$ cat src/pmt_pkg.sv
package pmt_pkg;

    // Register port geometry
    localparam int ADDR_W = 4;
    localparam int DATA_W = 8;

    // Register addresses
    localparam logic [3:0] ADDR_COUNT = 4'h0;
    localparam logic [3:0] ADDR_PERIOD = 4'h1;
    localparam logic [3:0] ADDR_CONTROL = 4'h2;
    localparam logic [3:0] ADDR_STATUS = 4'h3;
    localparam logic [3:0] ADDR_MASK = 4'h4;

    // Reset values
    localparam logic [7:0] COUNT_RST = 8'h00;
    localparam logic [7:0] PERIOD_RST = 8'hFF;
    localparam logic [6:0] CONTROL_RST = 7'h00;
    localparam logic [7:0] READ_ZERO = 8'h00;

    // Control register fields
    localparam int CTRL_IMPL_W = 7;
    localparam int POST_SEL_MSB = 6;
    localparam int POST_SEL_LSB = 3;
    localparam int RUN_BIT = 2;
    localparam int PRE_SEL_MSB = 1;
    localparam int PRE_SEL_LSB = 0;

    // Status and mask register fields
    localparam int FLAG_BIT = 0;

    // Prescaler select codes and terminal counts
    localparam logic [1:0] PRE_SEL_DIV1 = 2'h0;
    localparam logic [1:0] PRE_SEL_DIV4 = 2'h1;
    localparam logic [3:0] PRE_LAST_DIV1 = 4'h0;
    localparam logic [3:0] PRE_LAST_DIV4 = 4'h3;
    localparam logic [3:0] PRE_LAST_DIV16 = 4'hF;

    // Instruction clock is the system clock divided by four
    localparam int INSTR_DIV = 4;
    localparam logic [1:0] INSTR_LAST = 2'(INSTR_DIV - 1);

endpackage

$ cat src/pmt_top.sv
// Functional notes
// - Timer ticks come from the system clock divided by four, then the prescaler.
// - Prescale select 00 divides by 1, 01 by 4, 1x by 16.
// - Count register is compared against the period register every cycle.
// - On an increment while count equals period, count reloads zero instead.
// - Every match advances the postscaler counter by one, or wraps it to zero when it equals the select value.
// - Postscale select value n gives one output per n+1 matches.
// - Each postscaler output sets the period interrupt flag.
// - Count and period registers are fully readable and writable.
// - Any reset clears count and sets period to all ones.
// - Control bit 2 runs the timer when one, stops it when zero.
// - Count write, control write and reset clear prescaler and postscaler.
// - Writing the control register leaves the count value untouched.
// - The only unimplemented control bit, bit 7, reads zero and ignores writes.
module pmt_top
    import pmt_pkg::*;
(
    input wire logic SYS_CLK_I,
    input wire logic RESET_N_I,
    input wire logic [ADDR_W-1:0] REG_ADDR_I,
    input wire logic [DATA_W-1:0] REG_WDATA_I,
    input wire logic REG_WR_I,
    input wire logic REG_RD_I,
    output logic [DATA_W-1:0] REG_RDATA_O,
    output logic IRQ_O
);

    logic [1:0] instr_cnt_q;
    logic instr_tick;
    logic [7:0] count_q;
    logic [7:0] period_q;
    logic [CTRL_IMPL_W-1:0] control_q;
    logic flag_q;
    logic mask_q;
    logic [DATA_W-1:0] rdata_q;
    logic wr_count;
    logic wr_period;
    logic wr_control;
    logic wr_mask;
    logic rd_status;
    logic run;
    logic pre_tick;
    logic pre_pulse;
    logic [3:0] pre_cnt;
    logic match_now;
    logic match_evt;
    logic post_pulse;
    logic [3:0] post_cnt;
    logic scaler_clr;

    // Address decode; strobes are single cycle and never overlap
    assign wr_count = REG_WR_I && (REG_ADDR_I == ADDR_COUNT);
    assign wr_period = REG_WR_I && (REG_ADDR_I == ADDR_PERIOD);
    assign wr_control = REG_WR_I && (REG_ADDR_I == ADDR_CONTROL);
    assign wr_mask = REG_WR_I && (REG_ADDR_I == ADDR_MASK);
    assign rd_status = REG_RD_I && (REG_ADDR_I == ADDR_STATUS);

    // Instruction clock enable; free running so timer phase does not depend on writes
    always_ff @(posedge SYS_CLK_I)
    begin
        if (!RESET_N_I)
            instr_cnt_q <= 2'h0;
        else if (instr_cnt_q == INSTR_LAST)
            instr_cnt_q <= 2'h0;
        else
            instr_cnt_q <= instr_cnt_q + 2'h1;
    end

    assign instr_tick = (instr_cnt_q == INSTR_LAST);

    // Run gating and scaler clearing
    assign run = control_q[RUN_BIT];
    assign pre_tick = instr_tick && run;
    assign scaler_clr = wr_count || wr_control;

    pmt_prescaler u_pre (
        .clk_i(SYS_CLK_I),
        .rst_n_i(RESET_N_I),
        .clr_i(scaler_clr),
        .tick_i(pre_tick),
        .sel_i(control_q[PRE_SEL_MSB:PRE_SEL_LSB]),
        .pulse_o(pre_pulse),
        .cnt_o(pre_cnt)
    );

    // Comparator runs every cycle; a match only counts when the increment consumes it
    assign match_now = (count_q == period_q);
    assign match_evt = pre_pulse && match_now;

    pmt_postscaler u_post (
        .clk_i(SYS_CLK_I),
        .rst_n_i(RESET_N_I),
        .clr_i(scaler_clr),
        .match_i(match_evt),
        .sel_i(control_q[POST_SEL_MSB:POST_SEL_LSB]),
        .pulse_o(post_pulse),
        .cnt_o(post_cnt)
    );

    // Count register; a software write beats a simultaneous increment
    always_ff @(posedge SYS_CLK_I)
    begin
        if (!RESET_N_I)
            count_q <= COUNT_RST;
        else if (wr_count)
            count_q <= REG_WDATA_I;
        else if (pre_pulse)
        begin
            if (match_now)
                count_q <= COUNT_RST;
            else
                count_q <= count_q + 8'h01;
        end
    end

    // Period register
    always_ff @(posedge SYS_CLK_I)
    begin
        if (!RESET_N_I)
            period_q <= PERIOD_RST;
        else if (wr_period)
            period_q <= REG_WDATA_I;
    end

    // Control register; top bit is not stored so it can never read back
    always_ff @(posedge SYS_CLK_I)
    begin
        if (!RESET_N_I)
            control_q <= CONTROL_RST;
        else if (wr_control)
            control_q <= REG_WDATA_I[CTRL_IMPL_W-1:0];
    end

    // Interrupt flag; a set in the cycle of the clearing read wins
    always_ff @(posedge SYS_CLK_I)
    begin
        if (!RESET_N_I)
            flag_q <= 1'b0;
        else if (post_pulse)
            flag_q <= 1'b1;
        else if (rd_status)
            flag_q <= 1'b0;
    end

    // Interrupt mask
    always_ff @(posedge SYS_CLK_I)
    begin
        if (!RESET_N_I)
            mask_q <= 1'b0;
        else if (wr_mask)
            mask_q <= REG_WDATA_I[FLAG_BIT];
    end

    // Level interrupt, built only from flops
    assign IRQ_O = flag_q && mask_q;

    // Read data valid only in the cycle after the read strobe
    always_ff @(posedge SYS_CLK_I)
    begin
        if (!RESET_N_I)
            rdata_q <= READ_ZERO;
        else if (REG_RD_I)
        begin
            case (REG_ADDR_I)
                ADDR_COUNT: rdata_q <= count_q;
                ADDR_PERIOD: rdata_q <= period_q;
                ADDR_CONTROL: rdata_q <= {1'b0, control_q};
                ADDR_STATUS: rdata_q <= {7'h00, flag_q};
                ADDR_MASK: rdata_q <= {7'h00, mask_q};
                default: rdata_q <= READ_ZERO;
            endcase
        end
        else
            rdata_q <= READ_ZERO;
    end

    assign REG_RDATA_O = rdata_q;
endmodule

$ cat src/pmt_prescaler.sv
module pmt_prescaler
    import pmt_pkg::*;
(
    input wire logic clk_i,
    input wire logic rst_n_i,
    input wire logic clr_i,
    input wire logic tick_i,
    input wire logic [1:0] sel_i,
    output logic pulse_o,
    output logic [3:0] cnt_o
);

    logic [3:0] cnt_q;
    logic [3:0] last;

    // Terminal count for the selected ratio; 1x both mean divide by 16
    always_comb
    begin
        case (sel_i)
            PRE_SEL_DIV1: last = PRE_LAST_DIV1;
            PRE_SEL_DIV4: last = PRE_LAST_DIV4;
            default: last = PRE_LAST_DIV16;
        endcase
    end

    // A clear suppresses the pulse so a register write never races an increment
    assign pulse_o = tick_i && !clr_i && (cnt_q == last);
    assign cnt_o = cnt_q;

    // Divider counter
    always_ff @(posedge clk_i)
    begin
        if (!rst_n_i || clr_i)
            cnt_q <= 4'h0;
        else if (tick_i)
        begin
            if (cnt_q == last)
                cnt_q <= 4'h0;
            else
                cnt_q <= cnt_q + 4'h1;
        end
    end
endmodule

$ cat src/pmt_postscaler.sv
module pmt_postscaler
    import pmt_pkg::*;
(
    input wire logic clk_i,
    input wire logic rst_n_i,
    input wire logic clr_i,
    input wire logic match_i,
    input wire logic [3:0] sel_i,
    output logic pulse_o,
    output logic [3:0] cnt_o
);

    logic [3:0] cnt_q;

    // Field value n fires on every (n+1)th match
    assign pulse_o = match_i && !clr_i && (cnt_q == sel_i);
    assign cnt_o = cnt_q;

    // Match counter
    always_ff @(posedge clk_i)
    begin
        if (!rst_n_i || clr_i)
            cnt_q <= 4'h0;
        else if (match_i)
        begin
            if (cnt_q == sel_i)
                cnt_q <= 4'h0;
            else
                cnt_q <= cnt_q + 4'h1;
        end
    end
endmodule

$ cat config.mk
export PLATFORM = sky130hd
export DESIGN_NAME = pmt_top
export DESIGN_NICKNAME = d
export VERILOG_FILES = /design/src/pmt_pkg.sv /design/src/pmt_top.sv /design/src/pmt_prescaler.sv /design/src/pmt_postscaler.sv
export SDC_FILE = /design/constraint.sdc
export NUM_CORES = 1
export LEC_CHECK = 0
export ABC_CLOCK_PERIOD_IN_PS = 2700
export BUFFER_PORTS_ARGS = -buffer_cell sky130_fd_sc_hd__buf_4
export CAP_MARGIN = 20
export CORE_MARGIN = 2
export CORE_UTILIZATION = 60
export CTS_BUF_LIST = sky130_fd_sc_hd__clkbuf_4 sky130_fd_sc_hd__clkbuf_8
export CTS_CLUSTER_DIAMETER = 120
export DETAILED_ROUTE_END_ITERATION = 10
export HOLD_SLACK_MARGIN = 0.15
export PLACE_DENSITY = 0.83
export SYNTH_ARGS = -nofsm -noshare
export SYNTH_HDL_FRONTEND = slang
export SYNTH_SLANG_ARGS = --single-unit
$ cat constraint.sdc
create_clock -name SYS_CLK_I -period 2.7 [get_ports SYS_CLK_I]
set_input_delay 0.675 -clock SYS_CLK_I [delete_from_list [all_inputs] [get_ports SYS_CLK_I]]
set_output_delay 0.675 -clock SYS_CLK_I [all_outputs]
set_load 0.02 [all_outputs]
After elaboration in Yosys (flattened, before gate mapping)
Cells that the tools add are included.

$add $sub $neg: 4. Equality and inequality tests: 9. Mux-type cells: 9. Bitwise gates (word level): 1. Reduce and logical (&&, ||, !) cells: 22.

Operators with widths (count): $pmux W8 S5 (1); $mux W8 (3); $logic_and A1 B1 Y1 (12); $add A4 B1 Y4 const B (2); $add A8 B1 Y8 const B (1); $eq A4 B2 Y1 const B (2); $eq A4 B4 Y1 (2); $eq A8 B8 Y1 (1); $mux W4 (2); $pmux W4 S2 (1); $eq A4 B1 Y1 const B (1); $eq A4 B3 Y1 const B (1); $logic_not A4 Y1 (1); $reduce_bool A2 Y1 (2); $add A2 B1 Y2 const B (1); $eq A2 B1 Y1 const B (1); $eq A2 B2 Y1 const B (1); $logic_not A1 Y1 (2); $logic_not A2 Y1 (1); $logic_or A1 B1 Y1 (2); $mux W1 (2); $reduce_and A2 Y1 (1); $reduce_or A2 Y1 (1); $not A1 Y1 (1).

Flip-flop bits (word level): 43. Input port bits: 16. Output and inout port bits: 9. Word-level logic and storage cells: 54.

Depth between registers and ports, before layout
Gate-level depths: netlist of run 1.

Word-level depth: 10. Gate-level depth with buffers: 7.

Hierarchy
From an unflattened synthesis of run 1, not the netlist that was laid out.

Cell total of the unflattened synthesis: 229. Area, all modules: 2122.0 um^2.

By module, submodules not included: pmt_top (times used 1, cells an instance 181, area an instance 1654.1 um^2, sequential area each 700.7 um^2); pmt_postscaler (times used 1, cells an instance 25, area an instance 250.2 um^2, sequential area each 80.1 um^2); pmt_prescaler (times used 1, cells an instance 23, area an instance 217.7 um^2, sequential area each 80.1 um^2).

Least setup slack after synthesis of run 1
Ideal clock, no wire load.

Kind: input-to-reg. From: input port REG_ADDR_I[0]. To: register count_q[4]. Library setup time: 120 ps. Data arrival time: 1974 ps. Required time: 2580 ps. Path slack: 606 ps. Stages: 5. Path through: or4b_1 and2_1 o221ai_1 o2bb2ai_1 a211o_1.

Word-level cells in the longest chain between the ends: 7. Elaborated cells between the ends (all ways): 10.

RTL lines: start: declaration (RTL line pmt_top.sv:20) `input wire logic [ADDR_W-1:0] REG_ADDR_I,`; $eq A4 B2 Y1 or $logic_not A4 Y1 (tied branches) (RTL line pmt_top.sv:54, pmt_top.sv:52); $logic_and A1 B1 Y1, on equally long branches (RTL line pmt_top.sv:54, pmt_top.sv:52); $logic_or A1 B1 Y1 (RTL line pmt_top.sv:74) `assign scaler_clr = wr_count || wr_control;`; $logic_not A1 Y1 (RTL line pmt_prescaler.sv:27) `assign pulse_o = tick_i && !clr_i && (cnt_q == last);`; $logic_and A1 B1 Y1 (2 in a row) (RTL line pmt_prescaler.sv:27); $reduce_bool A2 Y1 (no source line); end signal: assignment (RTL line pmt_top.sv:112) `count_q <= count_q + 8'h01;`; end: declaration (RTL line pmt_top.sv:30) `logic [7:0] count_q;`.

Parallel ways exist; a longest one is shown, timed or not. A chain may end at the register's enable or synchronous reset.

Worst setup path in the final report of run 1
From: register control_q[0]. To: register u_post.cnt_q[0] (netlist: u_post.cnt_o[0]).

Word-level cells in the longest chain between the ends: 5. Elaborated cells between the ends (all ways): 6.

RTL lines: start: declaration (RTL line pmt_top.sv:32) `logic [CTRL_IMPL_W-1:0] control_q;`; start signal: assignment (RTL line pmt_top.sv:131) `control_q <= REG_WDATA_I[CTRL_IMPL_W-1:0];`; $eq A2 B1 Y1 or $logic_not A2 Y1 (tied branches) (RTL line pmt_prescaler.sv:19) `case (sel_i)`; $pmux W4 S2 (*) (RTL line pmt_prescaler.sv:19); $eq A4 B4 Y1 (*) (RTL line pmt_prescaler.sv:27); $logic_and A1 B1 Y1 (*) (RTL line pmt_prescaler.sv:27); $logic_and A1 B1 Y1 (*) (RTL line pmt_top.sv:88) `assign match_evt = pre_pulse && match_now;`; end signal: assignment (RTL line pmt_postscaler.sv:29) `cnt_q <= cnt_q + 4'h1;`; end: declaration (RTL line pmt_postscaler.sv:13) `logic [3:0] cnt_q;`.

Every way passes the cells marked *; elsewhere a longest branch is shown, timed or not.

==> impl_metrics.yaml, run 1 <==
status:
  status: "complete, no violations"
grt:
  grt_use_total: 0.262
  grt_pass1_wl_mm: 8.46
  grt_overflow: 0
  grt_pass1_vias: 1733
  antenna_found_initial: 0
  grt_max_degree: 23
job:
  cap_violations: 0
clock_network:
  numCtsBuffers: 5
  clk_path_buf_depth: 2
  root_buffer: "clkbuf_4"
  cts_sinks: 43
  cts_tree: "built"
  path_clk_slew_ns: 0.13
  clk_latency_ns: 0.38
  htreeDepth: 2
  cts.repair.resized: 0
  postCtsSetupBuffers: 0
  hold_buffers: 0
detailed_routing:
  firstDrtPassIters: 6
  routed-via-count: 2039
  routed_via_density: 6.31
  drcViolationCount: 0
  drt_iter0_drc: 242
  wl_per_cell_um: 15.9
  wirelength_mm: 5.13
  postRouteAntennaNets: 0
timing:
  maxSlewHeadroom: 0.612
  worst_pin_slew_ns: 0.581
  fmaxAchievable_mhz: 456
  period_share: 0.812
  rsz0062_at_grt: "no"
  finalCriticalPeriod_ns: 2.19
  hold_violations: 0
  layout_setup_ws_ns: 0.507
  setup_viol: 0
  slew_violations: 0
  tns_ns: 0
  hold-worst-slack_ns: 0.446
  clock_skew_ns: 0.0182
hold_path:
  whs_path_depth: 1
  worstHoldEndpoint: "instr_cnt_q[0]$_SDFF_PP0_"
  hp-start: "instr_cnt_q[0]$_SDFF_PP0_"
  hold_class: "reg -> reg"
logic_synthesis:
  synth_compound_area_frac: 0.148
  synth_top_family_by_area: "simple AND/OR/NAND/NOR gates"
  synth_edf_count: 0
  synth_xor_area_frac: 0.0679
  yosysWarnings: 0
  synth_cells: 255
  synth.distinct_cells: 46
  synth_seq_area_share: 0.392
  ys_seq_elements: 43
  async_flop_share: 0
  synthSimpleGateAreaFrac: 0.260
  synth_ff_type: "dfxtp_1"
  avgSynthCellArea_um2: 8.60
  syn_nets: 275
  synth_mux_area_frac: 0.0850
  synthAdderAreaFrac: 0.0228
  synth.cell_area_um2: 2190
power_and_ir_drop:
  vdd_drop_max_mv: 0.328
  cellLeakagePower_uw: 0.00105
  power_density_nw_per_um2: 509
layout:
  fin_cells: 323
  diodes: 0
  syn2layout_area_growth_pct: 14.3
  nets: 296
  drive_above_1_share: 0.159
  layout_commonest_cell: "dfxtp_1"
  most-common-layout-cells: "dfxtp_1 (43), nand2_1 (28), nand3_1 (26), buf_4 (26), nor2_1 (23)"
setup_path:
  worst_setup_path_start_kind: "flip-flop"
  required_ns: 3.01
  reg2reg_depth: 5
  timing.rr.start: "control_q[0]$_SDFFE_PN0P_"
  crit_type: "reg -> reg"
  crit_arrival_ns: 2.51
  r2r-end: "u_post.cnt_o[0]$_SDFFE_PP0P_"
  crit_fanout: 7
  worst-r2r-setup-slack_ns: 0.51
  critPathCaptureType: "flip-flop"
place:
  dp.cells: 315
  post-place-ws_ns: 0.291
  gp_congestion: 0.865
  dp_hpwl_mm: 3.68
  io_buffers: 24
floorplanning:
  die_w_um: 64.5
  start_util: 0.642
  std_cell_rows: 21
  die_h_um: 64.5
  core_area_um2: 3420
  ioPinCount: 25
  die_area_um2: 4160
[where the power goes]
group	total [uW]	switching [uW]	internal (uW)
Combinational	105	58.9	45.8
Clock	518	219	299
Sequential	653	8.34	644
[routing by layer]
| metal | track usage | up-vias | part of all wire |
|---|---|---|---|
| li1 | - | 964 | - |
| met1 | 0.357 | 954 | 0.43 |
| met2 | 0.411 | 98 | 0.47 |
| met3 | 0.0486 | 23 | 0.066 |
| met4 | 0.106 | 0 | 0.030 |
| met5 | 0 | - | 0 |
[cells by family (layout without fill, tap and decap cells)]
group | Yosys count | count (layout)
AOI/OAI and AO/OA | 47 | 47
adders and majority gates | 4 | 4
buffers and inverters | 14 | 36
xor gates and xnor gates | 17 | 17
DFF | 43 | 43
muxes | 17 | 17
and+or+nand+nor | 113 | 113
[state kept, by name, indices dropped and copies added, names as in the netlist]
signal and flops:
REG_RDATA_O 8, control_q 7, count_q 8, flag_q 1, instr_cnt_q 2, mask_q 1, period_q 8, u_post.cnt_o 4
u_pre.cnt_o 4
[critical path, cell delays in order (launching register included)]
cell       delay [ns]
dfxtp_1          0.37
or3_4            0.41
a2111oi_4        0.56
o21ai_2          0.21
or4_1            0.42
a21oi_1          0.16
[metrics by stage]
stage	power, uW	util	instance area, um2
6_report	1280	0.734	2510
5_1_grt	1310	0.734	2510
4_1_cts	1270	0.734	2510
3_5_place_dp	769	0.703	2400
3_3_place_gp	767	0.703	2400
2_1_floorplan	727	-	2190
[area by class of cell]
cell class | instances | area [um2]
clock buffers | 6 | 45.0
clock inverters | 2 | 60.1
fillers | 257 | 910
inverters | 2 | 7.51
multi-input cells | 198 | 1280
flip-flops and latches | 43 | 861
well taps | 46 | 57.6
repair buffers | 26 | 195
[cells in the mapped netlist (all sizes together) (2+ instances only)]
cell type	number	area share
nor2	23	0.039
nand3	26	0.059
a31oi	5	0.014
mux2i	16	0.073
nand4	6	0.017
buf	2	0.0034
or3	4	0.014
and3	2	0.0057
o31ai	4	0.014
inv	2	0.0034
xnor2	9	0.036
xor2	8	0.032
clkbuf	10	0.017
ha	4	0.023
nor4	2	0.0057
nor2b	3	0.0086
nor3	4	0.011
o2bb2ai	2	0.0080
a21oi	18	0.041
nor3b	3	0.010
nand3b	2	0.0068
a31o	2	0.0080
or2	2	0.0057
or4	3	0.010
and2	3	0.0086
nand2	28	0.048
o21ai	7	0.019
dfxtp	43	0.39
[worst max path at each step]
stage	start	cells past startpoint	to
finish	control_q[0]$_SDFFE_PN0P_	5	u_post.cnt_o[0]$_SDFFE_PP0P_
global route	instr_cnt_q[0]$_SDFF_PP0_	6	u_post.cnt_o[0]$_SDFFE_PP0P_
CTS	control_q[0]$_SDFFE_PN0P_	5	u_post.cnt_o[0]$_SDFFE_PP0P_
detailed placement	REG_ADDR_I[0]	6	count_q[4]$_SDFFE_PN0P_
global placement	REG_ADDR_I[0]	6	count_q[4]$_SDFFE_PN0P_
floorplan	REG_ADDR_I[0]	5	count_q[4]$_SDFFE_PN0P_
(Power assumes the default switching activity.)
==> run 2, diff against run 1 <==
--- a/config.mk
+++ b/config.mk
@@ -5,16 +5,16 @@
 export SDC_FILE = /design/constraint.sdc
 export NUM_CORES = 1
 export LEC_CHECK = 0
-export ABC_CLOCK_PERIOD_IN_PS = 2700
+export ABC_CLOCK_PERIOD_IN_PS = 1900
 export BUFFER_PORTS_ARGS = -buffer_cell sky130_fd_sc_hd__buf_4
 export CAP_MARGIN = 20
 export CORE_MARGIN = 2
-export CORE_UTILIZATION = 60
+export CORE_UTILIZATION = 54
 export CTS_BUF_LIST = sky130_fd_sc_hd__clkbuf_4 sky130_fd_sc_hd__clkbuf_8
 export CTS_CLUSTER_DIAMETER = 120
 export DETAILED_ROUTE_END_ITERATION = 10
 export HOLD_SLACK_MARGIN = 0.15
-export PLACE_DENSITY = 0.83
+export PLACE_DENSITY = 0.78
 export SYNTH_ARGS = -nofsm -noshare
 export SYNTH_HDL_FRONTEND = slang
 export SYNTH_SLANG_ARGS = --single-unit
==> constraint.sdc (replaced) <==
create_clock -name SYS_CLK_I -period 1.9 [get_ports SYS_CLK_I]
set_input_delay 0.475 -clock SYS_CLK_I [delete_from_list [all_inputs] [get_ports SYS_CLK_I]]
set_output_delay 0.475 -clock SYS_CLK_I [all_outputs]
set_load 0.02 [all_outputs]
==> impl_metrics.yaml, run 2 (synthesis gave the netlist of run 1 again) <==
hold_path:
  hp-start: "REG_WDATA_I[7]"
  hold_class: "in -> reg"
grt:
  grt_use_total: 0.273
  antenna_found_initial: 0
  grt_overflow: 0
  grt_pass1_wl_mm: 9.29
  grt_max_degree: 23
  grt_pass1_vias: 1962
place:
  io_buffers: 24
  gp_congestion: 0.873
  post-place-ws_ns: -0.0958
  dp_hpwl_mm: 4.10
detailed_routing:
  wl_per_cell_um: 16.1
  drt_iter0_drc: 122
  routed-via-count: 2061
  drcViolationCount: 0
  wirelength_mm: 5.69
  firstDrtPassIters: 4
  postRouteAntennaNets: 0
  routed_via_density: 5.82
setup_path:
  reg2reg_depth: 6
  r2r-end: "u_post.cnt_o[0]$_SDFFE_PP0P_"
  required_ns: 2.14
  critPathCaptureType: "flip-flop"
  worst-r2r-setup-slack_ns: -0.02
  critPathLaunch: "u_pre.cnt_o[0]$_SDFFE_PP0N_"
  crit_end: "u_post.cnt_o[0]$_SDFFE_PP0P_"
  worst_setup_path_start_kind: "flip-flop"
  crit_type: "reg -> reg"
  timing.rr.start: "u_pre.cnt_o[0]$_SDFFE_PP0N_"
  crit_arrival_ns: 2.15
  crit_fanout: 6
layout:
  fillerInstances: 317
  most-common-layout-cells: "buf_4 (52), dfxtp_1 (42), nand2_1 (28), nand3_1 (26), nor2_1 (23)"
  diodes: 0
  final_core_util: 0.706
  multi_input_area_um2: 1330
  register_area_um2: 862
  drive_above_1_share: 0.257
  nets: 323
  layout_commonest_cell: "buf_4"
  syn2layout_area_growth_pct: 26.9
timing:
  worst_pin_slew_ns: 0.483
  hold_violations: 0
  period_share: 1.01
  fmaxAchievable_mhz: 522
  maxSlewHeadroom: 0.675
  finalCriticalPeriod_ns: 1.92
  rsz0062_at_grt: "yes"
  layout_setup_ws_ns: -0.0157
  slew_violations: 0
  setup_viol: 1
  clock_skew_ns: 0.00582
clock_network:
  htreeDepth: 2
  cts_tree: "built"
  path_clk_slew_ns: 0.08
  numCtsBuffers: 5
  root_buffer: "clkbuf_8"
  cts_sinks: 43
  clk_path_buf_depth: 2
  clk_latency_ns: 0.30
floorplanning:
  start_util: 0.556
  ioPinCount: 25
  core_area_um2: 3940
  die_area_um2: 4590
  die_w_um: 67.7
  die_h_um: 67.7
  std_cell_rows: 23
power_and_ir_drop:
  p_sw_uw: 422
  cellLeakagePower_uw: 0.00120
  p_int_uw: 1420
  power_frac_seq: 0.501
  clock_power_share: 0.404
  power_density_nw_per_um2: 662
  comb_power_share: 0.094
  swShare: 0.229
  vdd_drop_max_mv: 0.421
status:
  violations: "setup timing"
  status: "finished, violations left"
job:
  cap_violations: 0
## run 2: cell count changes in the layout (fill, tap and decap cells not counted), moves of 2 or more
cell,previous run,this run
clkbuf_4,6,0
o21ai_2,2,0
a21oi_2,0,2
clkbuf_8,0,6
buf_4,26,52
a21oi_1,18,16
o31ai_1,4,2
o21ai_4,0,2
## run 2: worst min-delay path by stage
| stage | end | slack, ns | cells after the start |
|---|---|---|---|
| floorplan | instr_cnt_q[0]$_SDFF_PP0_ | 0.41 | 1 |
| global placement | instr_cnt_q[0]$_SDFF_PP0_ | 0.41 | 1 |
| detailed placement | instr_cnt_q[0]$_SDFF_PP0_ | 0.42 | 1 |
| CTS | period_q[7]$_SDFFE_PN1P_ | 0.40 | 3 |
| global route | period_q[7]$_SDFFE_PN1P_ | 0.42 | 3 |
| finish | period_q[7]$_SDFFE_PN1P_ | 0.40 | 3 |
## run 2: repair_timing
item,4_1_cts,5_1_grt
gates resized for setup,2,9
hold buffers,0,0
setup endpoints to repair,2,8
setup buffers,0,0
pin swaps,1,0
## run 2: power groups by stage
stage / registers [uW] / clock network [uW] / logic (uW)
after floorplan: 946 / 0 / 87.8
after global placement: 945 / 0 / 164
after detailed placement: 945 / 0 / 169
after CTS: 924 / 759 / 170
after global routing: 927 / 792 / 191
final: 924 / 744 / 174
## run 2: critical path, cell delays in order, from the launching register on
cell and delay (ns):
dfxtp_2 0.34, or3_4 0.37, a2111oi_4 0.31, buf_6 0.19, o21ai_4 0.09, or4_4 0.43, a21oi_2 0.13
## run 2: through the flow
step / hold slack [ns] / total power [uW] / TNS, ns / cells / instance area (um2)
floorplan: 0.408 / 1030 / 0 / 255 / 2190
global placement: 0.413 / 1110 / -0.196 / 346 / 2610
detailed placement: 0.422 / 1110 / -0.273 / 346 / 2610
CTS: 0.397 / 1850 / 0 / 354 / 2740
global route: 0.422 / 1910 / -0.212 / 354 / 2780
finish: 0.402 / 1840 / -0.0157 / 354 / 2780
## run 2: routing by layer
layer  wire, um  vias to the layer above  share of wire  global-route usage
met5          0                        -              0                   0
met4        168                        0          0.030               0.117
met3        330                       17          0.058              0.0600
met2       2740                       59           0.48               0.436
met1       2450                      974           0.43               0.352
li1           -                     1011              -                   -
## run 2: area by class of cell
| type | instances | area share |
|---|---|---|
| Clock buffer | 6 | 0.0297 |
| Clock inverter | 2 | 0.0126 |
| Inverter | 2 | 0.00270 |
| Multi-Input combinational cell | 198 | 0.478 |
| Sequential cell | 43 | 0.310 |
| Tap cell | 50 | 0.0225 |
| Timing Repair Buffer | 53 | 0.144 |
==> run 3, diff against run 2 <==
==> constraint.sdc (replaced) <==
create_clock -name SYS_CLK_I -period 1.9 [get_ports SYS_CLK_I]
set_input_delay 0.095 -clock SYS_CLK_I [delete_from_list [all_inputs] [get_ports SYS_CLK_I]]
set_output_delay 0.095 -clock SYS_CLK_I [all_outputs]
set_load 0.02 [all_outputs]
==> impl_metrics.yaml, run 3 (synthesis gave the netlist of run 1 again) <==
timing:
  tns_ns: 0
  hold_violations: 0
  slew_violations: 0
  setup_viol: 0
  worst_pin_slew_ns: 0.557
  layout_setup_ws_ns: 0.0182
  finalCriticalPeriod_ns: 1.88
  clock_skew_ns: 0.00364
  maxSlewHeadroom: 0.625
  rsz0062_at_grt: "yes"
  period_share: 0.990
  fmaxAchievable_mhz: 531
floorplanning:
  ioPinCount: 25
  core_area_um2: 3940
  die_h_um: 67.7
  die_w_um: 67.7
  std_cell_rows: 23
  die_area_um2: 4590
  start_util: 0.556
clock_network:
  clk_path_buf_depth: 2
  numCtsBuffers: 5
  htreeDepth: 2
  cts_tree: "built"
  clk_latency_ns: 0.30
  path_clk_slew_ns: 0.08
  cts_sinks: 43
  root_buffer: "clkbuf_8"
setup_path:
  crit_type: "reg -> reg"
  reg2reg_depth: 9
  crit_fanout: 7
  required_ns: 2.09
  worst_setup_path_start_kind: "flip-flop"
  worst-r2r-setup-slack_ns: 0.02
  timing.rr.start: "instr_cnt_q[0]$_SDFF_PP0_"
  critPathCaptureType: "flip-flop"
  crit_arrival_ns: 2.07
  r2r-end: "count_q[5]$_SDFFE_PN0P_"
layout:
  most-common-layout-cells: "buf_4 (48), dfxtp_1 (43), nand2_1 (28), nand3_1 (26), nor2_1 (23)"
  fin_cells: 369
  diodes: 0
  nets: 338
  layout_commonest_cell: "buf_4"
  drive_above_1_share: 0.226
  final_area_um2: 2900
  syn2layout_area_growth_pct: 32.4
  final_core_util: 0.737
grt:
  grt_pass1_wl_mm: 9.13
  grt_overflow: 0
  grt_pass1_vias: 1917
  grt_use_total: 0.271
  grt_max_degree: 23
  antenna_found_initial: 0
power_and_ir_drop:
  p_int_uw: 1290
  clock_power_share: 0.347
  comb_power_share: 0.113
  swShare: 0.243
  cellLeakagePower_uw: 0.00123
  power_density_nw_per_um2: 589
  vdd_drop_max_mv: 0.427
  power_frac_seq: 0.540
  p_sw_uw: 416
place:
  gp_congestion: 0.862
  io_buffers: 24
  dp_hpwl_mm: 3.89
  place_area_um2: 2530
  dp.cells: 336
  post-place-ws_ns: 0.0263
detailed_routing:
  wl_per_cell_um: 16.3
  firstDrtPassIters: 5
  routed_via_density: 6.02
  postRouteAntennaNets: 0
  routed-via-count: 2221
  drt_iter0_drc: 184
  wirelength_mm: 6.02
  drcViolationCount: 0
hold_path:
  worstHoldEndpoint: "REG_RDATA_O[0]$_SDFF_PN0_"
  hold_class: "in -> reg"
  hp-start: "REG_ADDR_I[2]"
  whs_path_depth: 3
job:
  cap_violations: 0
status:
  status: "complete, no violations"
[run 3: changes by cell type in the layout (fill, tap and decap cells not counted), moves of 2 or more]
cell	change
buf_4	-4
a21oi_2	-2
dlygate4sd3_1	+19
clkbuf_4	+2
a21oi_1	+2
[run 3: routing by layer]
layer / global-route usage / share of wire
met5: 0 / 0
met4: 0.128 / 0.033
met3: 0.0583 / 0.080
met2: 0.420 / 0.48
met1: 0.356 / 0.41
[run 3: layout make-up]
class	count	area (um2)
Sequential cell	43	861
Clock buffer	7	83.8
Clock inverter	1	5.00
Fill cell	282	1040
Timing Repair Buffer	68	562
Multi-Input combinational cell	198	1320
Tap cell	50	62.6
Inverter	2	7.51
[run 3: worst max-delay path: stages (launching register included)]
cell	delay, ns
dfxtp_1	0.34
ha_1	0.17
nand2_1	0.14
nor3_2	0.32
buf_4	0.22
o21ai_4	0.11
buf_4	0.18
buf_4	0.13
nand3_1	0.08
a31oi_1	0.09
[run 3: worst max path at each step]
stage	startpoint	to	slack, ns	cells after the start
global route	instr_cnt_q[0]$_SDFF_PP0_	count_q[0]$_SDFFE_PN0P_	-0.07	7
finish	instr_cnt_q[0]$_SDFF_PP0_	count_q[5]$_SDFFE_PN0P_	0.02	9
floorplan	u_pre.cnt_o[0]$_SDFFE_PP0N_	u_post.cnt_o[0]$_SDFFE_PP0P_	0.006	5
CTS	instr_cnt_q[0]$_SDFF_PP0_	count_q[4]$_SDFFE_PN0P_	0.009	7
global placement	control_q[0]$_SDFFE_PN0P_	count_q[4]$_SDFFE_PN0P_	0.07	6
detailed placement	instr_cnt_q[0]$_SDFF_PP0_	count_q[4]$_SDFFE_PN0P_	0.03	7
[run 3: power by group through the flow]
stage	sequential, uW	clock [uW]	combinational (uW)
floorplan	946	0	87.8
global placement	944	0	158
detailed placement	945	0	160
CTS	924	593	183
global route	926	635	208
finish	924	594	193
[run 3: through the flow]
step                      power [uW]  hold WS (ns)
after global placement          1100         0.300
after global routing            1770         0.198
after CTS                       1700         0.153
final                           1710         0.173
after floorplan                 1030         0.173
after detailed placement        1110         0.302
[run 3: repair_timing]
action,in CTS,in global routing
buffers inserted,0,6
setup endpoints to repair,0,14
resized for setup,0,8
endpoints found under the hold margin,23,0
hold buffers,19,0
